$ cat src/rtl/ptd_pkg.sv
// Package with register map, field layout, reset values and timing codes of the driver setup registers.
package ptd_pkg;

  // Register addresses; the resistance and timing registers share one address, told apart by the space select.
  localparam logic [7:0] PTD_ADDR_SHARED = 8'h29;
  localparam logic [7:0] PTD_ADDR_STATUS = 8'h2b;

  // Field positions in the resistance register.
  localparam int PTD_MOD_RES_MSB   = 7;
  localparam int PTD_MOD_RES_LSB   = 4;
  localparam int PTD_UNMOD_RES_MSB = 3;
  localparam int PTD_UNMOD_RES_LSB = 0;

  // Field positions in the timing register.
  localparam int PTD_RATIO_MSB   = 7;
  localparam int PTD_RATIO_LSB   = 4;
  localparam int PTD_MAN_SEL_BIT = 3;
  localparam int PTD_MAN_TIM_MSB = 2;
  localparam int PTD_MAN_TIM_LSB = 0;

  // Field positions in the acquisition status register.
  localparam int PTD_STAT_START_BIT = 0;
  localparam int PTD_STAT_BUSY_BIT  = 6;
  localparam int PTD_STAT_DONE_BIT  = 7;

  // Reset values: modulated code 0111, unmodulated 0000, ratio 0111, manual select 1, manual code 100.
  localparam logic [7:0] PTD_RES_RST = 8'h70;
  localparam logic [7:0] PTD_TIM_RST = 8'h7c;

  // Resistance code that floats the driver output.
  localparam logic [3:0] PTD_RES_HIZ = 4'hf;

  // Acquisition budget: five transient steps within ten RF periods.
  localparam int PTD_ACQ_STEPS       = 5;
  localparam int PTD_ACQ_MAX_RF      = 10;
  localparam int PTD_ACQ_RF_PER_STEP = PTD_ACQ_MAX_RF / PTD_ACQ_STEPS;

  // Driver transient settings, slowest first.
  typedef enum logic [2:0] {
    PTD_TIM_SLOW     = 3'h0,
    PTD_TIM_MED_SLOW = 3'h1,
    PTD_TIM_NOMINAL  = 3'h2,
    PTD_TIM_MED_FAST = 3'h3,
    PTD_TIM_FAST     = 3'h4
  } ptd_timing_t;

  // Setting carried to the antenna driver output.
  typedef struct packed {
    logic        hiz;
    logic [3:0]  res_code;
    ptd_timing_t timing;
  } ptd_drv_t;

  // Manual timing decode: any code with the top bit set means fast.
  function automatic ptd_timing_t ptd_man_timing(input logic [2:0] code);
    ptd_timing_t t;
    t = code[2] ? PTD_TIM_FAST : ptd_timing_t'(code);
    return t;
  endfunction

endpackage

$ cat src/rtl/ptd_drv_sel.sv
// Registered selection of the driver resistance code and timing handed to the antenna driver output.
`timescale 1ns/10ps
`default_nettype none
module ptd_drv_sel
  import ptd_pkg::*;
(
  // Clock and reset.
  input  wire logic        clk,
  input  wire logic        rst,
  // Codes and phase.
  input  wire logic        mod_phase,
  input  wire logic [3:0]  mod_code,
  input  wire logic [3:0]  unmod_code,
  input  wire ptd_timing_t timing_in,
  // Driver setting.
  output ptd_drv_t         drv
);

  logic [3:0] code_d;

  // Pick the code for the current load modulation phase.
  assign code_d = mod_phase ? mod_code : unmod_code;

  // Register the setting so the driver sees glitch-free data.
  always_ff @(posedge clk or posedge rst) begin
    if (rst) begin
      drv <= '{hiz: 1'b0, res_code: 4'h0, timing: PTD_TIM_FAST};
    end else begin
      drv.res_code <= code_d;
      drv.hiz      <= (code_d == PTD_RES_HIZ);
      drv.timing   <= timing_in;
    end
  end

endmodule
`default_nettype wire

$ cat src/rtl/ptd_regs.sv
// Passive target resistance and driver transient timing registers with automatic transient acquisition.
//
// Our own choice: strobed register access.
`timescale 1ns/10ps
`default_nettype none
module ptd_regs
  import ptd_pkg::*;
#(
  // Number of transient settings the acquisition may visit.
  parameter int ACQ_STEPS = PTD_ACQ_STEPS
)
(
  // Clock and reset.
  input  wire logic       clk,
  input  wire logic       rst,
  // Register port.
  input  wire logic [7:0] reg_addr,
  input  wire logic       reg_space_b,
  input  wire logic [7:0] reg_wdata,
  input  wire logic       reg_wr,
  input  wire logic       reg_rd,
  output logic [7:0]      reg_rdata,
  // Measurement side.
  input  wire logic       rf_tick_pin,
  input  wire logic [3:0] ratio_meas,
  input  wire logic       acq_start,
  // Load modulation phase from the modulator.
  input  wire logic       load_mod_phase,
  // Antenna driver setting and acquisition state.
  output ptd_drv_t        antenna_driver_output,
  output logic            acq_busy,
  output logic            acq_done
);

  // Acquisition states.
  typedef enum logic [1:0] {
    PTD_ACQ_IDLE    = 2'b00,
    PTD_ACQ_SETTLE  = 2'b01,
    PTD_ACQ_MEASURE = 2'b10,
    PTD_ACQ_DONE    = 2'b11
  } ptd_acq_t;

  logic [7:0]  res_q;
  logic [7:0]  tim_q;
  ptd_acq_t    state_q;
  logic [2:0]  step_q;
  logic        rf_tick;
  logic        wr_res;
  logic        wr_tim;
  logic        wr_stat;
  logic        start;
  logic        reached;
  logic        last_step;
  ptd_timing_t timing_sel;
  logic [3:0]  target_ratio;
  logic        step_up;
  logic        sel_res;
  logic        sel_tim;
  logic        sel_stat;

  // The stepped setting indexes the timing codes, so more steps than codes cannot be served.
  if (ACQ_STEPS < 1 || ACQ_STEPS > PTD_ACQ_STEPS) begin
    $error("ACQ_STEPS must lie between 1 and the number of transient settings.");
  end

  // True when the address and the space select name the given register.
  function automatic logic reg_hit(input logic [7:0] addr,
                                   input logic       space_b,
                                   input logic [7:0] want_addr,
                                   input logic       want_space_b);
    return (addr == want_addr) && (space_b == want_space_b);
  endfunction

  // Address decode; the space select separates the two registers sharing 29h.
  assign sel_res  = reg_hit(reg_addr, reg_space_b, PTD_ADDR_SHARED, 1'b0);
  assign sel_tim  = reg_hit(reg_addr, reg_space_b, PTD_ADDR_SHARED, 1'b1);
  assign sel_stat = reg_hit(reg_addr, reg_space_b, PTD_ADDR_STATUS, 1'b1);
  assign wr_res   = reg_wr & sel_res;
  assign wr_tim   = reg_wr & sel_tim;
  assign wr_stat  = reg_wr & sel_stat;

  // Resistance register, both codes.
  always_ff @(posedge clk or posedge rst) begin
    if (rst) begin
      res_q <= PTD_RES_RST;
    end else if (wr_res) begin
      res_q <= reg_wdata;
    end
  end

  // Timing register: target ratio, manual select and manual code.
  always_ff @(posedge clk or posedge rst) begin
    if (rst) begin
      tim_q <= PTD_TIM_RST;
    end else if (wr_tim) begin
      tim_q <= reg_wdata;
    end
  end

  // Read data stand in the cycle after the read strobe; unmapped addresses read zero.
  always_ff @(posedge clk or posedge rst) begin
    if (rst) begin
      reg_rdata <= 8'h00;
    end else if (reg_rd) begin
      if (sel_res) begin
        reg_rdata <= res_q;
      end else if (sel_tim) begin
        reg_rdata <= tim_q;
      end else if (sel_stat) begin
        reg_rdata <= {acq_done, acq_busy, 3'h0, step_q};
      end else begin
        reg_rdata <= 8'h00;
      end
    end else begin
      reg_rdata <= 8'h00;
    end
  end

  // The RF period tick arrives from the analog front end and is synchronised first.
  ptd_sync_edge u_rf_sync (
    .clk        (clk),
    .rst        (rst),
    .async_in   (rf_tick_pin),
    .rise_pulse (rf_tick)
  );

  // Acquisition restarts on the start input, a status write with the start bit set, or a timing register write.
  assign start        = acq_start | (wr_stat & reg_wdata[PTD_STAT_START_BIT]) | wr_tim;
  assign target_ratio = tim_q[PTD_RATIO_MSB:PTD_RATIO_LSB];
  assign reached      = (ratio_meas >= target_ratio);
  assign last_step    = (step_q == 3'(ACQ_STEPS - 1));
  assign step_up      = (state_q == PTD_ACQ_MEASURE) && rf_tick && !reached && !last_step;

  // Each step waits one RF period for the driver to settle and measures in the next.
  always_ff @(posedge clk or posedge rst) begin
    if (rst) begin
      state_q <= PTD_ACQ_IDLE;
    end else if (start) begin
      state_q <= PTD_ACQ_SETTLE;
    end else begin
      unique case (state_q)
        PTD_ACQ_IDLE: begin
          state_q <= PTD_ACQ_IDLE;
        end
        PTD_ACQ_SETTLE: begin
          if (rf_tick) begin
            state_q <= PTD_ACQ_MEASURE;
          end
        end
        PTD_ACQ_MEASURE: begin
          if (rf_tick) begin
            if (reached || last_step) begin
              state_q <= PTD_ACQ_DONE;
            end else begin
              state_q <= PTD_ACQ_SETTLE;
            end
          end
        end
        PTD_ACQ_DONE: begin
          state_q <= PTD_ACQ_DONE;
        end
      endcase
    end
  end

  // Transient step: slowest on every start, one faster after each measurement below target before the last step.
  always_ff @(posedge clk or posedge rst) begin
    if (rst) begin
      step_q <= 3'h0;
    end else if (start) begin
      step_q <= 3'h0;
    end else if (step_up) begin
      step_q <= step_q + 3'h1;
    end
  end

  assign acq_busy = (state_q == PTD_ACQ_SETTLE) || (state_q == PTD_ACQ_MEASURE);
  assign acq_done = (state_q == PTD_ACQ_DONE);

  // Manual code wins when the select bit is set; otherwise the stepped setting applies.
  assign timing_sel = tim_q[PTD_MAN_SEL_BIT] ? ptd_man_timing(tim_q[PTD_MAN_TIM_MSB:PTD_MAN_TIM_LSB])
                                            : ptd_timing_t'(step_q);

  // Driver code and timing selection, registered.
  ptd_drv_sel u_drv_sel (
    .clk        (clk),
    .rst        (rst),
    .mod_phase  (load_mod_phase),
    .mod_code   (res_q[PTD_MOD_RES_MSB:PTD_MOD_RES_LSB]),
    .unmod_code (res_q[PTD_UNMOD_RES_MSB:PTD_UNMOD_RES_LSB]),
    .timing_in  (timing_sel),
    .drv        (antenna_driver_output)
  );

  // Helper count of RF ticks seen during one acquisition.
  logic [4:0] acq_ticks_q;
  always_ff @(posedge clk or posedge rst) begin
    if (rst) begin
      acq_ticks_q <= 5'h00;
    end else if (start) begin
      acq_ticks_q <= 5'h00;
    end else if (acq_busy && rf_tick) begin
      acq_ticks_q <= acq_ticks_q + 5'h01;
    end
  end

  // Helper count of RF ticks spent on the current transient step.
  logic [1:0] step_ticks_q;
  always_ff @(posedge clk or posedge rst) begin
    if (rst) begin
      step_ticks_q <= 2'h0;
    end else if (start || step_up) begin
      step_ticks_q <= 2'h0;
    end else if (acq_busy && rf_tick) begin
      step_ticks_q <= step_ticks_q + 2'h1;
    end
  end
endmodule
`default_nettype wire

$ cat src/rtl/ptd_sync_edge.sv
// Two-stage synchroniser with a rising-edge pulse for the RF period tick pin.
`timescale 1ns/10ps
`default_nettype none
module ptd_sync_edge
  import ptd_pkg::*;
(
  // Clock and reset.
  input  wire logic clk,
  input  wire logic rst,
  // Asynchronous level in, one-cycle pulse out.
  input  wire logic async_in,
  output logic      rise_pulse
);

  logic meta_q;
  logic sync_q;
  logic last_q;

  // The first stage is read only by the second; the edge detector looks at the later stages.
  always_ff @(posedge clk or posedge rst) begin
    if (rst) begin
      meta_q <= 1'b0;
      sync_q <= 1'b0;
      last_q <= 1'b0;
    end else begin
      meta_q <= async_in;
      sync_q <= meta_q;
      last_q <= sync_q;
    end
  end

  // One pulse per rising edge of the synchronised level.
  assign rise_pulse = sync_q & ~last_q;

endmodule
`default_nettype wire

$ cat config.mk
export PLATFORM = sky130hd
export DESIGN_NAME = ptd_regs
export DESIGN_NICKNAME = d
export VERILOG_FILES = /design/src/rtl/ptd_pkg.sv /design/src/rtl/ptd_drv_sel.sv /design/src/rtl/ptd_regs.sv /design/src/rtl/ptd_sync_edge.sv
export SDC_FILE = /design/constraint.sdc
export NUM_CORES = 1
export LEC_CHECK = 0
export ABC_AREA = 1
export BUFFER_PORTS_ARGS = -buffer_cell sky130_fd_sc_hd__buf_4
export CAP_MARGIN = 25
export CORE_MARGIN = 10
export CORE_UTILIZATION = 50
export CTS_CLUSTER_DIAMETER = 80
export CTS_CLUSTER_SIZE = 20
export DETAILED_ROUTE_END_ITERATION = 8
export PLACE_DENSITY = 0.74
export SYNTH_ARGS = -nofsm -noshare
export SYNTH_HDL_FRONTEND = slang
export SYNTH_SLANG_ARGS = --single-unit
export TNS_END_PERCENT = 10
$ cat constraint.sdc
create_clock -name clk -period 1.8 [get_ports clk]
set_clock_uncertainty 0.15 [all_clocks]
set_input_delay 0.54 -clock clk [delete_from_list [all_inputs] [get_ports clk]]
set_output_delay 0.54 -clock clk [all_outputs]
set_load 0.005 [all_outputs]
==> metrics, run 1 <==
worst reg2reg path startpoint state_q[0]; TNS Setup -0.01655 ns; GR Overflow Total 0; total of buffers placed on input and output ports 45; biggest area contributors in the synthesized netlist sky130_fd_sc_hd__dfrtp_1 (37%), sky130_fd_sc_hd__dfstp_2 (11%), sky130_fd_sc_hd__nand2_1 (9.6%); total routing resource utilization after global routing 0.1399; Final Worst Setup Slack -0.01655 ns; placement-stage worst setup slack -0.06621 ns; area of the die 0.007135 mm²; nets 334; final std cells w/o fill 347; clock share of power 0.275; final slew viol count 0; total instance count after detailed placement 334; Critical-path top delay cell sky130_fd_sc_hd__dfrtp_1; count of buffering cells on the critical path with inverters included 2; HPWL reported at the end of detailed placement 3.768 mm; delay of the slowest cell on the worst path 0.41 ns; area of the core 0.004000 mm²; endpoint kind of the worst setup timing path primary output; power share of the sequential group 0.463; failing checks setup timing; first-pass detailed-route iteration total 4; ANT nets after route 0; hold crit path type input pin to async pin; number of maximum-capacitance constraint violations 0; status finished with violations; post-detailed-route DRC marker count 0; Total Wirelength 4.894 mm; register clock-pin slew on the reported worst setup and hold paths 0.08 ns; hold slack final 0.1431 ns; Yosys top cell by area sky130_fd_sc_hd__dfrtp_1; Total Power 0.002115 W; first-pass GRT wire length 8.224 mm; diode count 0; critical path required time 1.11 ns; Die Y-Extent 84.47 µm; Net Sw Power 0.0006217 W; worst endpoint data arrival time 1.13 ns; number of cell rows 23; critical-path cell list inv_2 > ha_4 > buf_6; initial core utilization 0.5195; Mapped Area 0.002078 mm²; syn_nets 275; growth of design area from synthesis to finish 28.00%; final worst-path cycle share 1.009; number of hold buffers added after cts 0; final weighted congestion of routability-driven global placement 0.8638; Pleak 1.426 nW; tightest slew margin relative to the limit 0.7690; CTS Buf Count 5; final hold violation count 0; total number of vias 1,693; total setup violations reported at the end of the flow 1; number of clock sinks 40; die extent in x 84.47 µm; proportion of netlist area held by the largest area contributor 0.3733; via density per instance 4.879; flip-flop and latch count after synthesis 40; setup slack, reg-to-reg 0.12 ns; setup repair after global routing missed its margin yes; Max Fanout on Critical Path 3; startpoint type of the worst setup path flop; Detailed Route Iter0 Violations 101; initial antenna violation count 0; clock tree from TritonCTS done; post-synthesis sequential area ratio 0.4871; family with the most delay on the worst path flip-flops; Max H-tree Level 2; vias in the first global route 1,763; Cells after Synth 237; mean instance size in the synthesized netlist 8.769 µm²; Longest Clk Path Bufs 2; ratio of cells with drive above 1 in the final layout 0.3771; number of primary I/O pins 46; insertion delay of the later-clocked pin in the worst-skew pair 0.29 ns; shortest period the worst path allows 1.817 ns; reg2reg path depth 8; fraction of power consumed by combinational cells 0.263; worst reg2reg endpoint state_q[1]; start-to-end type of the worst setup path flop to primary output; wire per inst 14.10 µm; total power divided by cell area 795.2 mW/mm²; Switching Fraction 0.2939; slew at the pin closest to its max-slew limit 0.3452 ns; internal power 0.001494 W; unique cell type count in the Yosys netlist 20; YS warnings 0; root buffer cell sky130_fd_sc_hd__clkbuf_8; highest clock rate 0.5505 GHz; largest net degree at the start of global routing 41; maximum VDD drop 0.6696 mV
area by class of cell:
cell class	count	area (µm²)
Clock buffer	6	72.57
Clock inverter	2	12.51
Fill cell	359	1340
Inverter	44	165.2
Multi-Input combinational cell	150	905.9
Sequential cell	40	1012
Tap cell	50	62.56
Timing Repair Buffer	55	429.2
worst max path at each step:
| stage | endpoint | depth (start not counted) | startpoint |
|---|---|---|---|
| after floorplan | res_q[0] | 9 | reg_addr[7] |
| after global placement | step_q[0] | 12 | ratio_meas[0] |
| after detailed placement | step_q[2] | 12 | ratio_meas[0] |
| after CTS | acq_busy | 3 | state_q[0] |
| after global routing | acq_busy | 3 | state_q[0] |
| final | acq_busy | 3 | state_q[0] |
power by group through the flow:
stage	Combinational (W)	Sequential, W	Clock [W]
after floorplan	0.000210	0.000983	0
after global placement	0.000372	0.000992	0
after detailed placement	0.000381	0.000994	0
after CTS	0.000460	0.000976	0.000590
after global routing	0.000606	0.000984	0.000639
final	0.000556	0.000979	0.000581
per-stage QoR:
stage | util | area, µm²
4_1_cts | 0.6562 | 2625
5_1_grt | 0.6650 | 2660
2_1_floorplan | - | 2078
6_report | 0.6650 | 2660
3_3_place_gp | 0.6256 | 2502
3_5_place_dp | 0.6256 | 2502
registers in the layout (all words and copies together) (netlist names):
name / count
reg_rdata: 8
res_q: 8
tim_q: 8
u_drv_sel.drv: 8
step_q: 3
state_q: 2
u_rf_sync.last_q: 1
u_rf_sync.meta_q: 1
u_rf_sync.sync_q: 1
tightest hold or removal path: cells and delay by family:
family                 cells  cell delay [ns]
buffers and inverters      3             0.42
per-layer routing:
metal	share of wire	global-route usage	up-vias	routed length [µm]
met5	0	0	-	0
met4	0.017	0.05240	0	84
met3	0.054	0.05411	9	264
met2	0.51	0.2400	40	2508
met1	0.42	0.1527	788	2037
li1	-	-	856	-
kinds of logic (layout without fill, tap and decap cells):
group,count (synthesis),count (layout),share of synthesized area
and+or+nand+nor,107,107,0.2384
buffers and inverters,47,107,0.09211
DFF,40,40,0.4871
muxes,4,4,0.02167
xor gates and xnor gates,1,1,0.004215
AOI/OAI and AO/OA,28,28,0.09632
adders and majority gates,10,10,0.06020
cell usage in the layout (no fill, tap or decap), types with 2 or more instances in the layout:
cell	count
sky130_fd_sc_hd__buf_4	53
sky130_fd_sc_hd__nand2_1	52
sky130_fd_sc_hd__inv_1	41
sky130_fd_sc_hd__dfrtp_1	31
sky130_fd_sc_hd__nor2_1	19
sky130_fd_sc_hd__o21ai_2	17
sky130_fd_sc_hd__nand3_1	15
sky130_fd_sc_hd__dfstp_2	9
sky130_fd_sc_hd__nand4_1	7
sky130_fd_sc_hd__ha_1	7
sky130_fd_sc_hd__nand2_2	6
sky130_fd_sc_hd__o21ai_0	6
sky130_fd_sc_hd__a21oi_1	5
sky130_fd_sc_hd__clkbuf_8	5
sky130_fd_sc_hd__mux2_2	4
sky130_fd_sc_hd__inv_2	3
sky130_fd_sc_hd__nor2_4	3
sky130_fd_sc_hd__nand3_2	2
sky130_fd_sc_hd__nand2_4	2
sky130_fd_sc_hd__ha_2	2
synth_stat cells:
cell type                   n
sky130_fd_sc_hd__dfstp_2    9
sky130_fd_sc_hd__nand3_2    1
sky130_fd_sc_hd__nand2_2    5
sky130_fd_sc_hd__o21ai_0    7
sky130_fd_sc_hd__clkbuf_1   1
sky130_fd_sc_hd__inv_1     43
sky130_fd_sc_hd__ha_1      10
sky130_fd_sc_hd__xor2_1     1
sky130_fd_sc_hd__nor2_1    20
sky130_fd_sc_hd__inv_2      1
sky130_fd_sc_hd__mux2_2     4
sky130_fd_sc_hd__buf_6      2
sky130_fd_sc_hd__nand2_1   53
sky130_fd_sc_hd__nand2_4    2
sky130_fd_sc_hd__nand4_1    7
sky130_fd_sc_hd__nand3_1   16
sky130_fd_sc_hd__dfrtp_1   31
sky130_fd_sc_hd__a21oi_1    5
sky130_fd_sc_hd__nor2_4     3
sky130_fd_sc_hd__o21ai_2   16
what timing repair did:
action,in CTS,in global routing
pin swaps,0,1
setup endpoints to repair,2,7
cloned,0,0
setup buffers,3,2
resized for setup,4,7
Note: power is estimated with default switching activity, not from simulation.
==> run 2, diff against run 1 <==
--- a/config.mk
+++ b/config.mk
@@ -9,11 +9,10 @@
 export BUFFER_PORTS_ARGS = -buffer_cell sky130_fd_sc_hd__buf_4
 export CAP_MARGIN = 25
 export CORE_MARGIN = 10
-export CORE_UTILIZATION = 50
+export CORE_UTILIZATION = 40
 export CTS_CLUSTER_DIAMETER = 80
 export CTS_CLUSTER_SIZE = 20
 export DETAILED_ROUTE_END_ITERATION = 8
-export PLACE_DENSITY = 0.74
 export SYNTH_ARGS = -nofsm -noshare
 export SYNTH_HDL_FRONTEND = slang
 export SYNTH_SLANG_ARGS = --single-unit
==> metrics, run 2 (synthesis gave the netlist of run 1 again) <==
status finished with violations (unchanged); failing checks setup timing (unchanged); Total Power 0.002291 W (was 0.002115 W); setup repair after global routing missed its margin yes (unchanged); number of cell rows 26 (was 23); first-pass detailed-route iteration total 4 (unchanged); die extent in x 92.08 µm (was 84.47 µm); Die Y-Extent 92.08 µm (was 84.47 µm); critical-path cell list inv_2 > ha_4 > buf_6 (unchanged); number of maximum-capacitance constraint violations 0 (unchanged); total placed instance area 0.002527 mm² (was 0.002502 mm²); Detailed Route Iter0 Violations 85 (was 101); growth of design area from synthesis to finish 31.49% (was 28.00%); endpoint of the most critical setup path acq_busy (unchanged); initial antenna violation count 0 (unchanged); highest-count cells in the layout ignoring fill and taps sky130_fd_sc_hd__buf_4 (53), sky130_fd_sc_hd__nand2_1 (52), sky130_fd_sc_hd__inv_1 (41), sky130_fd_sc_hd__dfrtp_1 (31), sky130_fd_sc_hd__nor2_1 (19) (unchanged); final slew viol count 0 (unchanged); HPWL reported at the end of detailed placement 3.715 mm (was 3.768 mm); endpoint kind of the worst setup timing path primary output (unchanged); CP Launch Point state_q[0] (unchanged); via density per instance 4.583 (was 4.879); most common library cell in the layout ignoring fill and taps sky130_fd_sc_hd__buf_4 (unchanged); startpoint type of the worst setup path flop (unchanged); area of the die 0.008479 mm² (was 0.007135 mm²); worst endpoint data arrival time 1.14 ns (was 1.13 ns); worst reg2reg endpoint state_q[1] (unchanged); delay of the slowest cell on the worst path 0.42 ns (was 0.41 ns); tightest slew margin relative to the limit 0.7663 (was 0.7690); nets 334 (unchanged); total setup violations reported at the end of the flow 1 (unchanged); Max Fanout on Critical Path 3 (unchanged); number of primary I/O pins 46 (unchanged); reg2reg path depth 8 (unchanged); maximum VDD drop 0.3439 mV (was 0.6696 mV); start-to-end type of the worst setup path flop to primary output (unchanged); total routing resource utilization after global routing 0.1170 (was 0.1399); root buffer cell sky130_fd_sc_hd__clkbuf_8 (unchanged); first-pass GRT wire length 8.135 mm (was 8.224 mm); shortest period the worst path allows 1.826 ns (was 1.817 ns); setup slack, reg-to-reg 0.10 ns (was 0.12 ns); end-of-flow core utilization 0.5385 (was 0.6650); hold crit path type input pin to async pin (unchanged); insertion delay of the later-clocked pin in the worst-skew pair 0.29 ns (about the same); ratio of cells with drive above 1 in the final layout 0.3838 (was 0.3771); register clock-pin slew on the reported worst setup and hold paths 0.08 ns (about the same); area of the core 0.005075 mm² (was 0.004000 mm²); diode count 0 (unchanged); CTS Buf Count 5 (unchanged); number of hold buffers added after cts 0 (unchanged); Total Wirelength 4.749 mm (was 4.894 mm); total of buffers placed on input and output ports 45 (unchanged); final worst-path cycle share 1.014 (was 1.009); post-detailed-route DRC marker count 0 (unchanged); vias in the first global route 1,727 (was 1,763); Max H-tree Level 2 (unchanged); worst reg2reg path startpoint state_q[1] (was state_q[0]); hold slack final 0.1465 ns (was 0.1431 ns); initial core utilization 0.4095 (was 0.5195); clock tree from TritonCTS done (unchanged); largest net degree at the start of global routing 41 (unchanged); Final Worst Setup Slack -0.02598 ns (was -0.01655 ns); wire per inst 12.94 µm (was 14.10 µm); area of all placed cells without fillers 0.002733 mm² (was 0.002660 mm²); Longest Clk Path Bufs 2 (unchanged); TNS Setup -0.02598 ns (was -0.01655 ns); critical path required time 1.11 ns (about the same); total number of vias 1,682 (was 1,693); final weighted congestion of routability-driven global placement 0.8340 (was 0.8638); final hold violation count 0 (unchanged); GR Overflow Total 0 (unchanged); Critical-path top delay cell sky130_fd_sc_hd__dfrtp_1 (unchanged); Pleak 1.446 nW (was 1.426 nW); total power divided by cell area 838.4 mW/mm² (was 795.2 mW/mm²); slew at the pin closest to its max-slew limit 0.3493 ns (was 0.3452 ns); highest clock rate 0.5477 GHz (was 0.5505 GHz); ANT nets after route 0 (unchanged); number of clock sinks 40 (unchanged)
## run 2: cell count changes in the layout (fill, tap and decap cells not counted)
cell / before / now
sky130_fd_sc_hd__a21oi_1: 5 / 4
sky130_fd_sc_hd__a21oi_2: 0 / 1
sky130_fd_sc_hd__bufinv_16: 0 / 1
sky130_fd_sc_hd__clkbuf_1: 1 / 0
sky130_fd_sc_hd__clkbuf_8: 5 / 6
sky130_fd_sc_hd__clkinv_2: 1 / 0
sky130_fd_sc_hd__clkinv_4: 0 / 1
sky130_fd_sc_hd__clkinvlp_4: 1 / 0
sky130_fd_sc_hd__nand3_2: 2 / 1
sky130_fd_sc_hd__nand3_4: 0 / 1
## run 2: how the worst min path moves through the flow
| stage | start | to | cells after the start | slack [ns] |
|---|---|---|---|---|
| 3_3_place_gp | u_rf_sync.meta_q | u_rf_sync.sync_q | 0 | 0.18 |
| 2_1_floorplan | u_rf_sync.meta_q | u_rf_sync.sync_q | 0 | 0.18 |
| 4_1_cts | rst | u_drv_sel.drv[5] | 3 | 0.15 |
| 3_5_place_dp | u_rf_sync.meta_q | u_rf_sync.sync_q | 0 | 0.19 |
| 6_report | rst | reg_rdata[1] | 3 | 0.15 |
| 5_1_grt | rst | u_drv_sel.drv[5] | 3 | 0.16 |
## run 2: what timing repair did
item                                    in CTS  in global routing
endpoints found under the setup margin       2                  7
setup buffers                                3                  2
pin swaps                                    1                  2
resized for setup                            4                  9
## run 2: metal layers
metal	global-route usage	vias to the layer above	routed length, µm
met5	0	-	0
li1	-	861	-
met4	0.03599	0	48
met1	0.1441	778	2128
met3	0.03912	5	231
met2	0.1888	38	2340
## run 2: final cells by class
cell class | instances | area, µm²
Timing Repair Buffer | 55 | 429.2
Multi-Input combinational cell | 150 | 917.1
Tap cell | 70 | 87.58
Clock inverter | 2 | 38.79
Fill cell | 500 | 2342
Sequential cell | 40 | 1012
Inverter | 44 | 165.2
Clock buffer | 6 | 82.58
## run 2: stage by stage
stage	worst slack (ns)	std cells
after global routing	-0.09107	367
after floorplan	0.1568	237
after global placement	-0.01189	354
after detailed placement	-0.06395	354
after CTS	-0.04068	365
final	-0.02598	367
## run 2: power breakdown
group / switching [W] / internal (W) / total [W]
Combinational: 0.000262 / 0.000282 / 0.000544
Sequential: 0.0000362 / 0.000941 / 0.000977
Clock: 0.000317 / 0.000453 / 0.000770
Total: 0.000615 / 0.00168 / 0.00229
## run 2: critical path: cells and delay by family (launching register included)
kind	cells	cell delay [ns]
flip-flops	1	0.42
buffers and inverters	2	0.21
adder cells (fa/ha/maj)	1	0.21
==> run 3, diff against run 2 <==
--- a/config.mk
+++ b/config.mk
@@ -8,6 +8,7 @@
 export ABC_AREA = 1
 export BUFFER_PORTS_ARGS = -buffer_cell sky130_fd_sc_hd__buf_4
 export CAP_MARGIN = 25
+export CORE_ASPECT_RATIO = 1.75
 export CORE_MARGIN = 10
 export CORE_UTILIZATION = 40
 export CTS_CLUSTER_DIAMETER = 80
==> constraint.sdc (replaced) <==
create_clock -name clk -period 1.8 [get_ports clk]
set_clock_uncertainty 0.15 [all_clocks]
set_input_delay 0.27 -clock clk [delete_from_list [all_inputs] [get_ports clk]]
set_output_delay 0.27 -clock clk [all_outputs]
set_load 0.005 [all_outputs]
==> metrics, run 3 (synthesis gave the netlist of run 1 again) <==
reg2reg path depth 9 (was 8); worst endpoint data arrival time 1.76 ns (was 1.14 ns); tightest slew margin relative to the limit 0.6915 (was 0.7663); post-detailed-route DRC marker count 0 (unchanged); final slew viol count 0 (unchanged); highest-count cells in the layout ignoring fill and taps sky130_fd_sc_hd__nand2_1 (53), sky130_fd_sc_hd__buf_4 (45), sky130_fd_sc_hd__inv_1 (43), sky130_fd_sc_hd__dfrtp_1 (31), sky130_fd_sc_hd__nor2_1 (19) (was sky130_fd_sc_hd__buf_4 (53), sky130_fd_sc_hd__nand2_1 (52), sky130_fd_sc_hd__inv_1 (41), sky130_fd_sc_hd__dfrtp_1 (31), sky130_fd_sc_hd__nor2_1 (19)); first-pass GRT wire length 8.300 mm (was 8.135 mm); Max Fanout on Critical Path 5 (was 3); critical path required time 1.88 ns (was 1.11 ns); Die Y-Extent 115.4 µm (was 92.08 µm); setup slack, reg-to-reg 0.12 ns (was 0.10 ns); number of primary I/O pins 46 (unchanged); ANT nets after route 0 (unchanged); ratio of cells with drive above 1 in the final layout 0.3345 (was 0.3838); CTS Buf Count 5 (unchanged); Total Power 0.002083 W (was 0.002291 W); final hold violation count 0 (unchanged); final weighted congestion of routability-driven global placement 0.8432 (was 0.8340); highest clock rate 0.5954 GHz (was 0.5477 GHz); total number of vias 1,701 (was 1,682); worst reg2reg path startpoint tim_q[6] (was state_q[1]); die extent in x 74.49 µm (was 92.08 µm); initial core utilization 0.4140 (was 0.4095); most common library cell in the layout ignoring fill and taps sky130_fd_sc_hd__nand2_1 (was sky130_fd_sc_hd__buf_4); diode count 0 (unchanged); wire per inst 14.78 µm (was 12.94 µm); internal power 0.001525 W (was 0.001676 W); HPWL reported at the end of detailed placement 4.071 mm (was 3.715 mm); growth of design area from synthesis to finish 25.89% (was 31.49%); shortest period the worst path allows 1.680 ns (was 1.826 ns); total routing resource utilization after global routing 0.1258 (was 0.1170); area of the core 0.005020 mm² (was 0.005075 mm²); startpoint type of the worst setup path flop (unchanged); total power divided by cell area 796.3 mW/mm² (was 838.4 mW/mm²); GR Overflow Total 0 (unchanged); Hold Path Origin reg_rd; power share of the sequential group 0.469 (was 0.427); hold crit path type input pin to flop (was input pin to async pin); via density per instance 4.945 (was 4.583); post-CTS repair timing setup buffer count 0 (was 3); initial antenna violation count 0 (unchanged); Pleak 1.406 nW (was 1.446 nW); root buffer cell sky130_fd_sc_hd__clkbuf_8 (unchanged); number of maximum-capacitance constraint violations 0 (unchanged); total setup violations reported at the end of the flow 0 (was 1); hold slack final 0.05512 ns (was 0.1465 ns); Longest Clk Path Bufs 2 (unchanged); fraction of power consumed by combinational cells 0.183 (was 0.237); vias in the first global route 1,712 (was 1,727); Net Sw Power 0.0005579 W (was 0.0006150 W); nets 327 (was 334); maximum VDD drop 0.6138 mV (was 0.3439 mV); Total Wirelength 5.084 mm (was 4.749 mm); first-pass detailed-route iteration total 4 (unchanged); clock share of power 0.348 (was 0.336); area of the die 0.008592 mm² (was 0.008479 mm²); largest net degree at the start of global routing 31 (was 41); worst reg2reg endpoint step_q[0] (was state_q[1]); slew at the pin closest to its max-slew limit 0.4623 ns (was 0.3493 ns); number of cell rows 34 (was 26); register clock-pin slew on the reported worst setup and hold paths 0.08 ns (about the same); Max H-tree Level 2 (unchanged); number of clock sinks 40 (unchanged); status completed (was finished with violations); final worst-path cycle share 0.9331 (was 1.014); WHS Path Cells 3; Detailed Route Iter0 Violations 116 (was 85); worst hold endpoint reg_rdata[6]; endpoint kind of the worst setup timing path flop (was primary output); Switching Fraction 0.2678 (was 0.2684); clock tree from TritonCTS done (unchanged); start-to-end type of the worst setup path flop to flop (was flop to primary output); insertion delay of the later-clocked pin in the worst-skew pair 0.30 ns (was 0.29 ns); total of buffers placed on input and output ports 45 (unchanged)
## run 3: timing repair
item                                    in CTS  in global routing
hold endpoints to repair                    11                  0
gates resized for setup                      0                  4
hold buffers                                 2                  0
endpoints found under the setup margin       0                  4
## run 3: final cells by class
type / instances / area [µm²]
inverters: 44 / 165.2
clock buffers: 6 / 72.57
well taps: 54 / 67.56
repair buffers: 48 / 377.9
multi-input cells: 150 / 885.9
clock inverters: 2 / 35.03
fillers: 517 / 2404
flip-flops and latches: 40 / 1012
## run 3: critical path, stage by stage (launching register included)
cell and delay [ns]:
sky130_fd_sc_hd__dfstp_2 0.57, sky130_fd_sc_hd__inv_1 0.05, sky130_fd_sc_hd__ha_1 0.26, sky130_fd_sc_hd__nand2_1 0.06, sky130_fd_sc_hd__inv_1 0.04, sky130_fd_sc_hd__nand2_1 0.11, sky130_fd_sc_hd__nand3_2 0.13, sky130_fd_sc_hd__nand2_1 0.09
sky130_fd_sc_hd__nand2_1 0.06, sky130_fd_sc_hd__nor2_1 0.10
## run 3: power by group through the flow
stage	sequential, W	clock, W	combinational [W]
finish	0.000978	0.000725	0.000380
global route	0.000981	0.000778	0.000444
CTS	0.000977	0.000740	0.000377
detailed placement	0.000994	0	0.000372
global placement	0.000993	0	0.000370
floorplan	0.000983	0	0.000210
## run 3: per-stage QoR
stage	setup slack [ns]	TNS, ns	util	std cells	area, µm²
final	0.1204	0	0.5212	344	2616
after global routing	-0.01675	-0.01675	0.5212	344	2616
after CTS	0.07584	0	0.5189	344	2605
after detailed placement	0.09536	0	0.4935	334	2477
after global placement	0.1505	0	0.4935	334	2477
after floorplan	0.2644	0	-	237	2078
## run 3: how the worst max path moves through the flow
stage	from	end	slack, ns	depth (start not counted)
after floorplan	tim_q[5]	step_q[0]	0.26	9
final	tim_q[6]	step_q[0]	0.12	9
after CTS	tim_q[6]	step_q[0]	0.08	9
after detailed placement	tim_q[6]	step_q[0]	0.1	9
after global placement	tim_q[6]	step_q[0]	0.15	9
after global routing	tim_q[6]	step_q[0]	-0.02	9
## run 3: routing by layer
metal  vias up  global-route usage  routed length [µm]
met5         -                   0                   0
met4         0             0.06091                 111
met3         7             0.02588                 252
met2        40              0.2354                2916
met1       811              0.1249                1803
li1        843                   -                   -
